--- src/plld_pkg.sv ---
// Shared constants and types of the lock and dead-zone control block.
package plld_pkg;
   // APB register byte offsets.
   localparam logic [7:0] ADDR_STATUS = 8'h00;
   localparam logic [7:0] ADDR_CONFIG = 8'h04;
   localparam logic [7:0] ADDR_IF_COUNT = 8'h08;
   localparam logic [7:0] ADDR_INT_STATUS = 8'h0C;
   localparam logic [7:0] ADDR_INT_MASK = 8'h10;

   // Layout of the latched serial control frame.
   localparam int FRAME_W = 8;
   localparam int FRAME_DZ_LO = 0;
   localparam int FRAME_DZ_HI = 1;
   localparam int FRAME_DLC = 2;
   localparam int FRAME_DOSEL_LO = 3;
   localparam int FRAME_DOSEL_HI = 4;
   localparam int FRAME_CTE = 5;
   localparam int FRAME_GPSEL = 6;
   localparam int FRAME_IFBUF = 7;
   localparam logic [7:0] FRAME_RESET = 8'h00;

   // Interrupt status and mask layout.
   localparam int INT_W = 3;
   localparam int INT_LOCK_GAIN = 0;
   localparam int INT_LOCK_LOST = 1;
   localparam int INT_IF_DONE = 2;
   localparam logic [2:0] INT_MASK_RESET = 3'h0;

   // Widths of the IF counter, the readout shift register and the phase error counter.
   localparam int IF_COUNT_W = 20;
   localparam int READOUT_W = 24;
   localparam int ERR_W = 16;
   localparam logic [15:0] ERR_MAX = 16'hFFFF;

   // Timing.
   localparam int CLOCK_MHZ = 100;
   localparam int IF_GATE_TIME_US = 4000;
   localparam int IF_GATE_CYCLES = IF_GATE_TIME_US * CLOCK_MHZ;
   localparam int PUMP_MIN_NS = 20;
   localparam int PUMP_MIN_CYCLES = (PUMP_MIN_NS * CLOCK_MHZ + 999) / 1000;
   localparam int LOCK_WIN_NS = 30;
   localparam int LOCK_WIN_CYCLES = (LOCK_WIN_NS * CLOCK_MHZ) / 1000;

   // Dead-zone thresholds in clock cycles of phase error.
   localparam logic [15:0] DZ_THR_NARROWEST = 16'h0000;
   localparam logic [15:0] DZ_THR_NARROW = 16'h0001;
   localparam logic [15:0] DZ_THR_GAP = 16'h0003;
   localparam logic [15:0] DZ_THR_WIDE_GAP = 16'h0006;

   typedef enum logic [1:0] {
      pump_on_narrowest = 2'b00,
      pump_on_narrow = 2'b01,
      pump_off_gap = 2'b10,
      pump_off_wide_gap = 2'b11
   } plld_dz_t;

   typedef enum logic [1:0] {
      DO_SERIAL = 2'b00,
      DO_IF_DONE = 2'b01,
      DO_LOCK = 2'b10,
      DO_GP_FOLLOW = 2'b11
   } plld_dosel_t;

   typedef enum logic [1:0] {
      PD_IDLE = 2'b00,
      PD_WAIT_DIV = 2'b01,
      PD_WAIT_REF = 2'b10,
      PD_OUT = 2'b11
   } plld_pd_state_t;
endpackage

--- src/plld_sync.sv ---
// Three-stage input synchroniser with agreement filter and edge pulses.
`timescale 1ns/1ns
module plld_sync (
   // Clock and reset.
   input wire logic i_clock,
   input wire logic i_rst_b,
   // Asynchronous input.
   input wire logic i_async,
   // Filtered level and edge pulses.
   output logic o_level,
   output logic o_rise,
   output logic o_fall
);
   logic s1;
   logic s2;
   logic s3;

   always_ff @(posedge i_clock) begin
      if (!i_rst_b) begin
         s1 <= 1'b0;
         s2 <= 1'b0;
         s3 <= 1'b0;
      end else begin
         s1 <= i_async;
         s2 <= s1;
         s3 <= s2;
      end
   end

   // A change counts once the second and third stages agree.
   always_ff @(posedge i_clock) begin
      if (!i_rst_b) begin
         o_level <= 1'b0;
         o_rise <= 1'b0;
         o_fall <= 1'b0;
      end else begin
         o_rise <= (s2 == s3) && s3 && !o_level;
         o_fall <= (s2 == s3) && !s3 && o_level;
         if (s2 == s3) begin
            o_level <= s3;
         end
      end
   end
endmodule

--- src/plld_ctrl.sv ---
// Lock indication, dead-zone pump control, deadlock clear and IF counter with APB access.
//
// Notes on behaviour
// (RQ1) Lock mode drives output high when locked.
// (RQ2) Controller waits two reference periods after divisor; here lock is decided at every reference rise with no wait.
// (RQ3) Controller confirms lock over consecutive checks; here lock follows a single check at each reference rise.
// (RQ4) Upper dead-zone bit turns the pump off.
// (RQ5) Wide gap exceeds gap; code 00 narrowest.
// (RQ6) Pump-on modes pulse every comparison.
// (RQ7) Output selects data, IF done, or lock.
// (RQ8) Output can follow a general input.
// (RQ9) Deadlock clear forces tuning voltage high.
// (RQ10) Controller counts IF only with station detect; here counting ignores station detect, which only shows in the status register.
// (RQ11) IF counter reset while disabled, starts rising.
// (RQ12) Lock decided once per reference period.
// (RQ13) Settings change only at frame latch.
//
// The register offsets and the APB slave port are this design's own decisions.
`timescale 1ns/1ns
module plld_ctrl #(
   parameter int IF_GATE_CYCLES = plld_pkg::IF_GATE_CYCLES
) (
   // Clock and reset.
   input wire logic i_clock,
   input wire logic i_rst_b,
   // APB slave.
   input wire logic i_psel,
   input wire logic i_penable,
   input wire logic i_pwrite,
   input wire logic [7:0] i_paddr,
   input wire logic [31:0] i_pwdata,
   output logic [31:0] o_prdata,
   output logic o_pready,
   output logic o_pslverr,
   // Three-wire serial link.
   input wire logic i_link_enable,
   input wire logic i_link_clock,
   input wire logic i_link_data,
   output logic o_link_data_out,
   // Phase comparator.
   input wire logic i_ref_pulse,
   input wire logic i_div_pulse,
   output logic o_pump_up,
   output logic o_pump_down,
   output logic o_tune_force_high,
   // IF counting and general inputs.
   input wire logic i_if_input_pin,
   input wire logic i_station_detect,
   input wire logic [1:0] i_gp_input,
   output logic o_if_buffer_en,
   // Interrupt.
   output logic o_irq
);
   localparam int NSYNC = 9;
   localparam int S_EN = 0;
   localparam int S_CL = 1;
   localparam int S_DI = 2;
   localparam int S_REF = 3;
   localparam int S_DIV = 4;
   localparam int S_IF = 5;
   localparam int S_SD = 6;
   localparam int S_GP0 = 7;

   ////////////////////////////////////////////////////////////////////////////////
   logic [NSYNC-1:0] async_in;
   logic [NSYNC-1:0] lvl;
   logic [NSYNC-1:0] rise;
   logic [NSYNC-1:0] fall;

   assign async_in = {i_gp_input, i_station_detect, i_if_input_pin, i_div_pulse,
                      i_ref_pulse, i_link_data, i_link_clock, i_link_enable};

   genvar gi;
   generate
      for (gi = 0; gi < NSYNC; gi++) begin : g_sync
         plld_sync u_sync (
            .i_clock(i_clock),
            .i_rst_b(i_rst_b),
            .i_async(async_in[gi]),
            .o_level(lvl[gi]),
            .o_rise(rise[gi]),
            .o_fall(fall[gi])
         );
      end
   endgenerate

   ////////////////////////////////////////////////////////////////////////////////
   logic [7:0] shift_in;
   logic [7:0] frame;
   logic [23:0] readout;
   logic lock;
   logic if_done;
   logic if_running;
   logic [19:0] if_count;

   plld_pkg::plld_dz_t dz;
   plld_pkg::plld_dosel_t dosel;
   logic deadlock_clear_bit;
   logic if_count_enable_bit;

   assign dz = plld_pkg::plld_dz_t'(frame[plld_pkg::FRAME_DZ_HI:plld_pkg::FRAME_DZ_LO]);
   assign dosel = plld_pkg::plld_dosel_t'(
      frame[plld_pkg::FRAME_DOSEL_HI:plld_pkg::FRAME_DOSEL_LO]);
   assign deadlock_clear_bit = frame[plld_pkg::FRAME_DLC];
   assign if_count_enable_bit = frame[plld_pkg::FRAME_CTE];

   // Serial bits are shifted in on link clock rises while enabled.
   always_ff @(posedge i_clock) begin
      if (!i_rst_b) begin
         shift_in <= plld_pkg::FRAME_RESET;
      end else if (lvl[S_EN] && rise[S_CL]) begin
         shift_in <= {shift_in[6:0], lvl[S_DI]};
      end
   end

   // (RQ13) Latch on enable fall.
   always_ff @(posedge i_clock) begin
      if (!i_rst_b) begin
         frame <= plld_pkg::FRAME_RESET;
      end else if (fall[S_EN]) begin
         frame <= shift_in;
      end
   end

   // Readout is loaded at frame start and shifted out on link clock falls.
   always_ff @(posedge i_clock) begin
      if (!i_rst_b) begin
         readout <= 24'h000000;
      end else if (rise[S_EN]) begin
         readout <= {lock, if_done, 2'h0, if_count};
      end else if (lvl[S_EN] && fall[S_CL]) begin
         readout <= {readout[22:0], 1'b0};
      end
   end

   // (RQ1) (RQ7) (RQ8) Output pin source selection.
   always_ff @(posedge i_clock) begin
      if (!i_rst_b) begin
         o_link_data_out <= 1'b0;
      end else begin
         case (dosel)
            plld_pkg::DO_SERIAL: o_link_data_out <= readout[23];
            plld_pkg::DO_IF_DONE: o_link_data_out <= if_done;
            plld_pkg::DO_LOCK: o_link_data_out <= lock;
            plld_pkg::DO_GP_FOLLOW: o_link_data_out <= lvl[S_GP0 + int'(frame[plld_pkg::FRAME_GPSEL])];
            default: o_link_data_out <= 1'b0;
         endcase
      end
   end

   always_ff @(posedge i_clock) begin
      if (!i_rst_b) begin
         o_if_buffer_en <= 1'b0;
      end else begin
         o_if_buffer_en <= frame[plld_pkg::FRAME_IFBUF];
      end
   end

   ////////////////////////////////////////////////////////////////////////////////
   logic cte_q;
   logic [19:0] gate_cnt;
   logic if_done_ev;

   // (RQ11) Counter held clear while disabled, started on enable rise.
   always_ff @(posedge i_clock) begin
      if (!i_rst_b) begin
         cte_q <= 1'b0;
         if_count <= 20'h00000;
         gate_cnt <= 20'h00000;
         if_running <= 1'b0;
         if_done <= 1'b0;
         if_done_ev <= 1'b0;
      end else begin
         cte_q <= if_count_enable_bit;
         if_done_ev <= 1'b0;
         if (!if_count_enable_bit) begin
            if_count <= 20'h00000;
            gate_cnt <= 20'h00000;
            if_running <= 1'b0;
            if_done <= 1'b0;
         end else if (!cte_q) begin
            if_count <= 20'h00000;
            gate_cnt <= 20'h00000;
            if_running <= 1'b1;
            if_done <= 1'b0;
         end else if (if_running) begin
            if (rise[S_IF]) begin
               if_count <= if_count + 20'h00001;
            end
            gate_cnt <= gate_cnt + 20'h00001;
            if (gate_cnt == 20'(IF_GATE_CYCLES - 1)) begin
               if_running <= 1'b0;
               if_done <= 1'b1;
               if_done_ev <= 1'b1;
            end
         end
      end
   end

   ////////////////////////////////////////////////////////////////////////////////
   plld_pkg::plld_pd_state_t pd_state;
   logic [15:0] err;
   logic lead_ref;
   logic [15:0] both_cnt;
   logic [15:0] lead_cnt;
   logic [15:0] thr;
   logic big_err;

   // (RQ5) Threshold per dead-zone code.
   always_comb begin
      case (dz)
         plld_pkg::pump_on_narrowest: thr = plld_pkg::DZ_THR_NARROWEST;
         plld_pkg::pump_on_narrow: thr = plld_pkg::DZ_THR_NARROW;
         plld_pkg::pump_off_gap: thr = plld_pkg::DZ_THR_GAP;
         plld_pkg::pump_off_wide_gap: thr = plld_pkg::DZ_THR_WIDE_GAP;
         default: thr = plld_pkg::DZ_THR_NARROWEST;
      endcase
   end

   assign big_err = err > thr;

   // Phase error is counted from the leading edge to the lagging edge.
   always_ff @(posedge i_clock) begin
      if (!i_rst_b) begin
         pd_state <= plld_pkg::PD_IDLE;
         err <= 16'h0000;
         lead_ref <= 1'b0;
      end else begin
         case (pd_state)
            plld_pkg::PD_IDLE: begin
               err <= 16'h0000;
               if (rise[S_REF] && rise[S_DIV]) begin
                  pd_state <= plld_pkg::PD_OUT;
               end else if (rise[S_REF]) begin
                  lead_ref <= 1'b1;
                  pd_state <= plld_pkg::PD_WAIT_DIV;
               end else if (rise[S_DIV]) begin
                  lead_ref <= 1'b0;
                  pd_state <= plld_pkg::PD_WAIT_REF;
               end
            end
            plld_pkg::PD_WAIT_DIV: begin
               err <= err + 16'h0001;
               if (rise[S_DIV] || err == plld_pkg::ERR_MAX - 16'h0001) begin
                  pd_state <= plld_pkg::PD_OUT;
               end
            end
            plld_pkg::PD_WAIT_REF: begin
               err <= err + 16'h0001;
               if (rise[S_REF] || err == plld_pkg::ERR_MAX - 16'h0001) begin
                  pd_state <= plld_pkg::PD_OUT;
               end
            end
            plld_pkg::PD_OUT: pd_state <= plld_pkg::PD_IDLE;
            default: pd_state <= plld_pkg::PD_IDLE;
         endcase
      end
   end

   // (RQ4) (RQ6) Pump pulses loaded once per comparison.
   always_ff @(posedge i_clock) begin
      if (!i_rst_b) begin
         both_cnt <= 16'h0000;
         lead_cnt <= 16'h0000;
      end else if (pd_state == plld_pkg::PD_OUT) begin
         both_cnt <= dz[1] ? 16'h0000 : 16'(plld_pkg::PUMP_MIN_CYCLES);
         lead_cnt <= big_err ? err : 16'h0000;
      end else begin
         if (both_cnt != 16'h0000) begin
            both_cnt <= both_cnt - 16'h0001;
         end
         if (lead_cnt != 16'h0000) begin
            lead_cnt <= lead_cnt - 16'h0001;
         end
      end
   end

   // (RQ9) Deadlock clear overrides the pump.
   always_ff @(posedge i_clock) begin
      if (!i_rst_b) begin
         o_pump_up <= 1'b0;
         o_pump_down <= 1'b0;
         o_tune_force_high <= 1'b0;
      end else begin
         o_tune_force_high <= deadlock_clear_bit;
         o_pump_up <= !deadlock_clear_bit && (both_cnt != 16'h0000 || (lead_cnt != 16'h0000 && lead_ref));
         o_pump_down <= !deadlock_clear_bit && (both_cnt != 16'h0000 || (lead_cnt != 16'h0000 && !lead_ref));
      end
   end

   ////////////////////////////////////////////////////////////////////////////////
   logic div_seen;
   logic [15:0] last_err;
   logic lock_gain_ev;
   logic lock_lost_ev;

   always_ff @(posedge i_clock) begin
      if (!i_rst_b) begin
         last_err <= plld_pkg::ERR_MAX;
      end else if (pd_state == plld_pkg::PD_OUT) begin
         last_err <= err;
      end
   end

   // (RQ12) One lock decision per reference period.
   always_ff @(posedge i_clock) begin
      if (!i_rst_b) begin
         div_seen <= 1'b0;
         lock <= 1'b0;
         lock_gain_ev <= 1'b0;
         lock_lost_ev <= 1'b0;
      end else begin
         lock_gain_ev <= 1'b0;
         lock_lost_ev <= 1'b0;
         if (rise[S_REF]) begin
            div_seen <= rise[S_DIV];
            lock <= div_seen && last_err <= 16'(plld_pkg::LOCK_WIN_CYCLES);
            lock_gain_ev <= !lock && div_seen && last_err <= 16'(plld_pkg::LOCK_WIN_CYCLES);
            lock_lost_ev <= lock && !(div_seen && last_err <= 16'(plld_pkg::LOCK_WIN_CYCLES));
         end else if (rise[S_DIV]) begin
            div_seen <= 1'b1;
         end
      end
   end

   ////////////////////////////////////////////////////////////////////////////////
   logic [2:0] int_status;
   logic [2:0] int_mask;
   logic [2:0] int_ev;
   logic wr_en;
   logic [31:0] next_prdata;
   logic next_pslverr;

   assign int_ev = {if_done_ev, lock_lost_ev, lock_gain_ev};
   assign wr_en = i_psel && i_penable && o_pready && i_pwrite;

   // Sticky status, a new event wins over a write-one clear.
   always_ff @(posedge i_clock) begin
      if (!i_rst_b) begin
         int_status <= 3'h0;
      end else begin
         int_status <= (int_status & ~((wr_en && i_paddr == plld_pkg::ADDR_INT_STATUS) ?
                        i_pwdata[2:0] : 3'h0)) | int_ev;
      end
   end

   always_ff @(posedge i_clock) begin
      if (!i_rst_b) begin
         int_mask <= plld_pkg::INT_MASK_RESET;
      end else if (wr_en && i_paddr == plld_pkg::ADDR_INT_MASK) begin
         int_mask <= i_pwdata[2:0];
      end
   end

   always_ff @(posedge i_clock) begin
      if (!i_rst_b) begin
         o_irq <= 1'b0;
      end else begin
         o_irq <= |(int_status & int_mask);
      end
   end

   always_comb begin
      next_prdata = 32'h00000000;
      next_pslverr = 1'b0;
      case (i_paddr)
         plld_pkg::ADDR_STATUS: next_prdata = {28'h0000000, lvl[S_SD], if_running, if_done, lock};
         plld_pkg::ADDR_CONFIG: next_prdata = {24'h000000, frame};
         plld_pkg::ADDR_IF_COUNT: next_prdata = {12'h000, if_count};
         plld_pkg::ADDR_INT_STATUS: next_prdata = {29'h00000000, int_status};
         plld_pkg::ADDR_INT_MASK: next_prdata = {29'h00000000, int_mask};
         default: next_pslverr = 1'b1;
      endcase
   end

   // Answer in the first cycle of the access phase, with no wait state.
   always_ff @(posedge i_clock) begin
      if (!i_rst_b) begin
         o_pready <= 1'b0;
         o_prdata <= 32'h00000000;
         o_pslverr <= 1'b0;
      end else begin
         o_pready <= i_psel && !i_penable && !o_pready;
         o_pslverr <= i_psel && !i_penable && !o_pready && next_pslverr;
         if (i_psel && !i_penable && !i_pwrite) begin
            o_prdata <= next_prdata;
         end
      end
   end

   ////////////////////////////////////////////////////////////////////////////////
   property p_lock_pin;
      @(posedge i_clock) disable iff (!i_rst_b)
      (dosel == plld_pkg::DO_LOCK && !fall[S_EN]) |=> (o_link_data_out == $past(lock));
   endproperty
   a_lock_pin: assert property (p_lock_pin) else $error("lock pin mismatch"); // RQ1

   property p_pump_off;
      @(posedge i_clock) disable iff (!i_rst_b)
      (pd_state == plld_pkg::PD_OUT && dz[1] && err <= thr) |=>
      (both_cnt == 16'h0000 && lead_cnt == 16'h0000);
   endproperty
   a_pump_off: assert property (p_pump_off) else $error("pump active in dead zone"); // RQ4

   property p_wide_gap;
      @(posedge i_clock) disable iff (!i_rst_b)
      (dz == plld_pkg::pump_off_wide_gap) |-> (thr > plld_pkg::DZ_THR_GAP);
   endproperty
   a_wide_gap: assert property (p_wide_gap) else $error("wide gap not wider"); // RQ5

   property p_pump_on;
      @(posedge i_clock) disable iff (!i_rst_b)
      (pd_state == plld_pkg::PD_OUT && !dz[1] && !deadlock_clear_bit && !fall[S_EN]) ##1 !fall[S_EN] |=>
      (o_pump_up && o_pump_down);
   endproperty
   a_pump_on: assert property (p_pump_on) else $error("no correction pulse"); // RQ6

   property p_do_ifdone;
      @(posedge i_clock) disable iff (!i_rst_b)
      (dosel == plld_pkg::DO_IF_DONE && !fall[S_EN]) |=> (o_link_data_out == $past(if_done));
   endproperty
   a_do_ifdone: assert property (p_do_ifdone) else $error("done flag pin mismatch"); // RQ7

   property p_gp_follow;
      @(posedge i_clock) disable iff (!i_rst_b)
      (dosel == plld_pkg::DO_GP_FOLLOW && !frame[plld_pkg::FRAME_GPSEL] && !fall[S_EN]) |=>
      (o_link_data_out == $past(lvl[S_GP0]));
   endproperty
   a_gp_follow: assert property (p_gp_follow) else $error("input follow mismatch"); // RQ8

   property p_deadlock;
      @(posedge i_clock) disable iff (!i_rst_b)
      (deadlock_clear_bit && !fall[S_EN]) |=> (o_tune_force_high && !o_pump_up && !o_pump_down);
   endproperty
   a_deadlock: assert property (p_deadlock) else $error("deadlock clear not forced"); // RQ9

   property p_if_hold;
      @(posedge i_clock) disable iff (!i_rst_b)
      (!if_count_enable_bit && !fall[S_EN]) |=> (if_count == 20'h00000 && !if_done && !if_running);
   endproperty
   a_if_hold: assert property (p_if_hold) else $error("counter not held"); // RQ11

   property p_lock_period;
      @(posedge i_clock) disable iff (!i_rst_b)
      !$stable(lock) |-> $past(rise[S_REF]);
   endproperty
   a_lock_period: assert property (p_lock_period) else $error("lock changed mid period"); // RQ12

   property p_frame_hold;
      @(posedge i_clock) disable iff (!i_rst_b)
      !fall[S_EN] |=> $stable(frame);
   endproperty
   a_frame_hold: assert property (p_frame_hold) else $error("settings changed while shifting"); // RQ13
endmodule

--- config.mk ---
export PLATFORM = sky130hd
export DESIGN_NAME = plld_ctrl
export DESIGN_NICKNAME = d
export VERILOG_FILES = /design/src/plld_pkg.sv /design/src/plld_sync.sv /design/src/plld_ctrl.sv
export SDC_FILE = /design/constraint.sdc
export NUM_CORES = 1
export LEC_CHECK = 0
export BUFFER_PORTS_ARGS = -buffer_cell sky130_fd_sc_hd__buf_2
export CELL_PAD_IN_SITES_DETAIL_PLACEMENT = 2
export CELL_PAD_IN_SITES_GLOBAL_PLACEMENT = 2
export CORE_MARGIN = 1.5
export CORE_UTILIZATION = 35
export CTS_CLUSTER_DIAMETER = 60
export DETAILED_ROUTE_END_ITERATION = 8
export PLACE_DENSITY = 0.8
export SLEW_MARGIN = 30
export SYNTH_ARGS = -nofsm -noshare
export SYNTH_HDL_FRONTEND = slang
export SYNTH_SLANG_ARGS = --single-unit
export TNS_END_PERCENT = 20
--- constraint.sdc ---
create_clock -name i_clock -period 2.5 [get_ports i_clock]
set_input_delay 0.25 -clock i_clock [delete_from_list [all_inputs] [get_ports i_clock]]
set_output_delay 0.25 -clock i_clock [all_outputs]
set_load 0.02 [all_outputs]
==> summary.txt <==
status - completed
Yosys top cell area share - 47.8%
Lkg Pwr - 4.31 nW
Synth Register Bits - 230
hold path endpoint - o_pslverr
Ant. Diodes - 0
Req. time, crit path - 2.93 ns
Rows - 60
final core occ - 42.4%
Worst setup SP type - flop
P&R area growth vs syn - 18.5%
area occupied by multi-input gates - 4660 um2
DP HPWL - 18400 um
port bufs - 52
Starting DRT DRC Count - 298
register area share after synthesis - 47.8%
CP peak stage delay - 0.71 ns
Final Max Slew Viols - 0
CP Cell Sequence - or4_1, o31ai_1, nor4_1, xnor2_1, nor2_1
number of synthesized flops with an enable pin - 0
final wirelength - 28400 um
ys async rst share - 0%
Synth area leaders - dfxtp_1 48%, nor2_1 5.8%, nand2_1 3.9%, xor2_1 3.9%, a21oi_1 3.9%
vias in the first global route - 9045
CTS buffer count - 30
synth warn - 0
skew final - 0.0269 ns
clock slew at reported path FFs - 0.06 ns
routed length per instance - 18.5 um
FF-to-FF Start - both_cnt[5]
most common cell in the netlist - dfxtp_1
Yosys top cell by area - dfxtp_1
pin count of the biggest net entering global routing - 51
Worst Setup End Kind - flop
CTS root buf - clkbuf_16
slowest CP cell - o31ai_1
Worst-Skew Late Latency - 0.57 ns
Least-Margin Pin Slew - 0.952 ns
flop2flop setup slack - 0.25 ns
antenna viol nets, final - 0
total gr overflow - 0
HP Class - in -> reg
MaxCap Viol Count - 0
initial core utilization - 35.7%
hold_sp - i_paddr[1]
H-tree depth - 1
Worst R2R Path Depth - 5
drt drc - 0
Storage cell area - 4600 um2
final hold vios - 0
min Tclk post-route - 2.25 ns
Via density - 5.28
Post-Syn Area per Cell - 8.71 um2
vias - 8116
die area - 28500 um2
reg-to-reg endpoint - both_cnt[8]
Die W - 169 um
Final GP Congestion - 0.745
worst-path maximum fanout - 7
Slew headroom - 36.4%
Crit path buffers/inverters - 0
DRT Pass-1 Iters - 6
Unique masters post-synth - 55
TNS Setup - 0 ns
final setup fails - 0
first-pass GRT wire length - 47200 um
Peak VDD IR - 0.449 mV
share of layout cells above drive strength 1 - 11.9%
CP Class - reg -> reg
All-Layer GR Usage - 20.4%
die height - 169 um
nets@finish - 1254
WP data arrival - 2.68 ns
synth cell count leaders - 230 x dfxtp_1, 148 x nor2_1, 101 x nand2_1, 75 x a21oi_1, 67 x nand3_1
Sink Count - 230
Core Region - 27000 um2
Netlist Area Pre-Place - 9630 um2
Main synth FF type - dfxtp_1
synthesized instance count - 1106
max frequency - 0.445 GHz
unrepaired setup endpoints after global routing - no
PD cells - 879 nW/um2
CTS Buffer Depth - 3
CP top delay family - simple AND/OR/NAND/NOR gates
initial antenna violation count - 0
fillcell total - 2949
hold depth - 3
CTS tree - yes
crit share post-route - 89.9%
# IOs - 94
setup bufs post-CTS - 0
==> tightest hold or removal path, delay by kind of cell <==
| family | cells | cell delay, ns |
|---|---|---|
| compound gates | 1 | 0.16 |
| buf+inv | 1 | 0.12 |
| simple gates | 1 | 0.09 |
==> kinds of logic (layout without fill, tap and decap cells) <==
family	after synthesis	after routing	share of synthesized area [%]
AOI/OAI and AO/OA	166	166	10.0
xor gates and xnor gates	70	70	6.37
adders and majority gates	27	27	3.51
buffers and inverters	99	178	4.35
DFF	230	230	47.8
muxes	30	30	3.26
other	1	12	0.0389
and+or+nand+nor	483	483	24.6
==> cell usage in the layout, fill, tap and decap left out, drive strengths merged, types with 3 or more instances in the layout <==
| master | count |
|---|---|
| nand3 | 67 |
| nor2 | 148 |
| a31oi | 4 |
| xnor2 | 27 |
| buf | 77 |
| nand4 | 16 |
| nor3 | 21 |
| mux2i | 28 |
| a22oi | 13 |
| dlygate4sd3 | 15 |
| dfxtp | 230 |
| ha | 27 |
| and4 | 6 |
| clkbuf | 37 |
| xor2 | 43 |
| a22o | 5 |
| nand4b | 5 |
| nor4 | 17 |
| or3 | 13 |
| clkinv | 8 |
| nor3b | 3 |
| nand2b | 4 |
| and2 | 40 |
| nor2b | 4 |
| nor4b | 6 |
| conb | 12 |
| o21ai | 43 |
| or4 | 8 |
| and3 | 17 |
| a211oi | 12 |
| nand2 | 101 |
| inv | 35 |
| a21oi | 75 |
| nand3b | 3 |
| clkinvlp | 4 |
==> flip-flops by register name (all words and copies together) (netlist names), 2 cells and up <==
| signal | cells |
|---|---|
| g_sync.u_sync.s3 | 9 |
| g_sync.u_sync.s1 | 9 |
| gate_cnt | 20 |
| shift_in | 8 |
| last_err | 14 |
| o_prdata | 20 |
| g_sync.u_sync.o_level | 9 |
| if_count | 20 |
| g_sync.u_sync.o_fall | 2 |
| lead_cnt | 16 |
| readout | 24 |
| int_status | 3 |
| int_mask | 3 |
| err | 16 |
| g_sync.u_sync.s2 | 9 |
| frame | 8 |
| pd_state | 2 |
| both_cnt | 16 |
| g_sync.u_sync.o_rise | 5 |
==> power breakdown <==
part           internal (mW)  switching (mW)  leakage (nW)
combinational          0.717           0.936          1.96
sequential              3.89           0.216          1.86
clock                   2.55            1.73         0.485
total                   7.15            2.88          4.31
==> area by class of cell <==
| type | instances | share of cell area, % |
|---|---|---|
| inverters | 31 | 1.02 |
| clock inverters | 18 | 1.60 |
| repair buffers | 92 | 5.35 |
| multi-input cells | 788 | 40.8 |
| well taps | 341 | 3.74 |
| clock buffers | 37 | 7.16 |
| flip-flops and latches | 230 | 40.3 |
==> what timing repair did <==
action | 4_1_cts | 5_1_grt
endpoints found under the hold margin | 17 | 0
gates resized for setup | 0 | 1
endpoints found under the setup margin | 0 | 1
hold buffers | 15 | 0
==> through the flow <==
stage | cells | hold WS [ns] | cell area (um2) | power, mW | setup WS [ns]
final | 1537 | 0.0973 | 11400 | 10.0 | 0.252
after global routing | 1537 | 0.102 | 11400 | 10.6 | 0.117
after CTS | 1537 | 0.0898 | 11400 | 10.2 | 0.228
after detailed placement | 1467 | 0.413 | 10300 | 5.78 | 0.261
after global placement | 1467 | 0.401 | 10300 | 5.69 | 0.350
after floorplan | 1117 | 0.335 | 9670 | 5.36 | 0.444
==> how the worst max path moves through the flow <==
stage,start,end,slack (ns),depth (start not counted)
3_5_place_dp,lead_cnt[2],lead_cnt[12],0.26,4
5_1_grt,both_cnt[5],both_cnt[10],0.12,5
2_1_floorplan,lead_cnt[2],lead_cnt[10],0.44,6
4_1_cts,both_cnt[5],both_cnt[8],0.23,5
6_report,both_cnt[5],both_cnt[8],0.25,5
3_3_place_gp,i_paddr[0],int_status[2],0.35,6
==> per-layer routing <==
metal | up-vias | track usage (%) | part of all wire, %
li1 | 3905 | - | -
met5 | - | 0 | 0
met1 | 4067 | 24.5 | 44
met3 | 41 | 2.67 | 3.2
met4 | 0 | 4.97 | 1.9
met2 | 103 | 38.1 | 51
No activity file was read; power rests on OpenSTA's default activity.
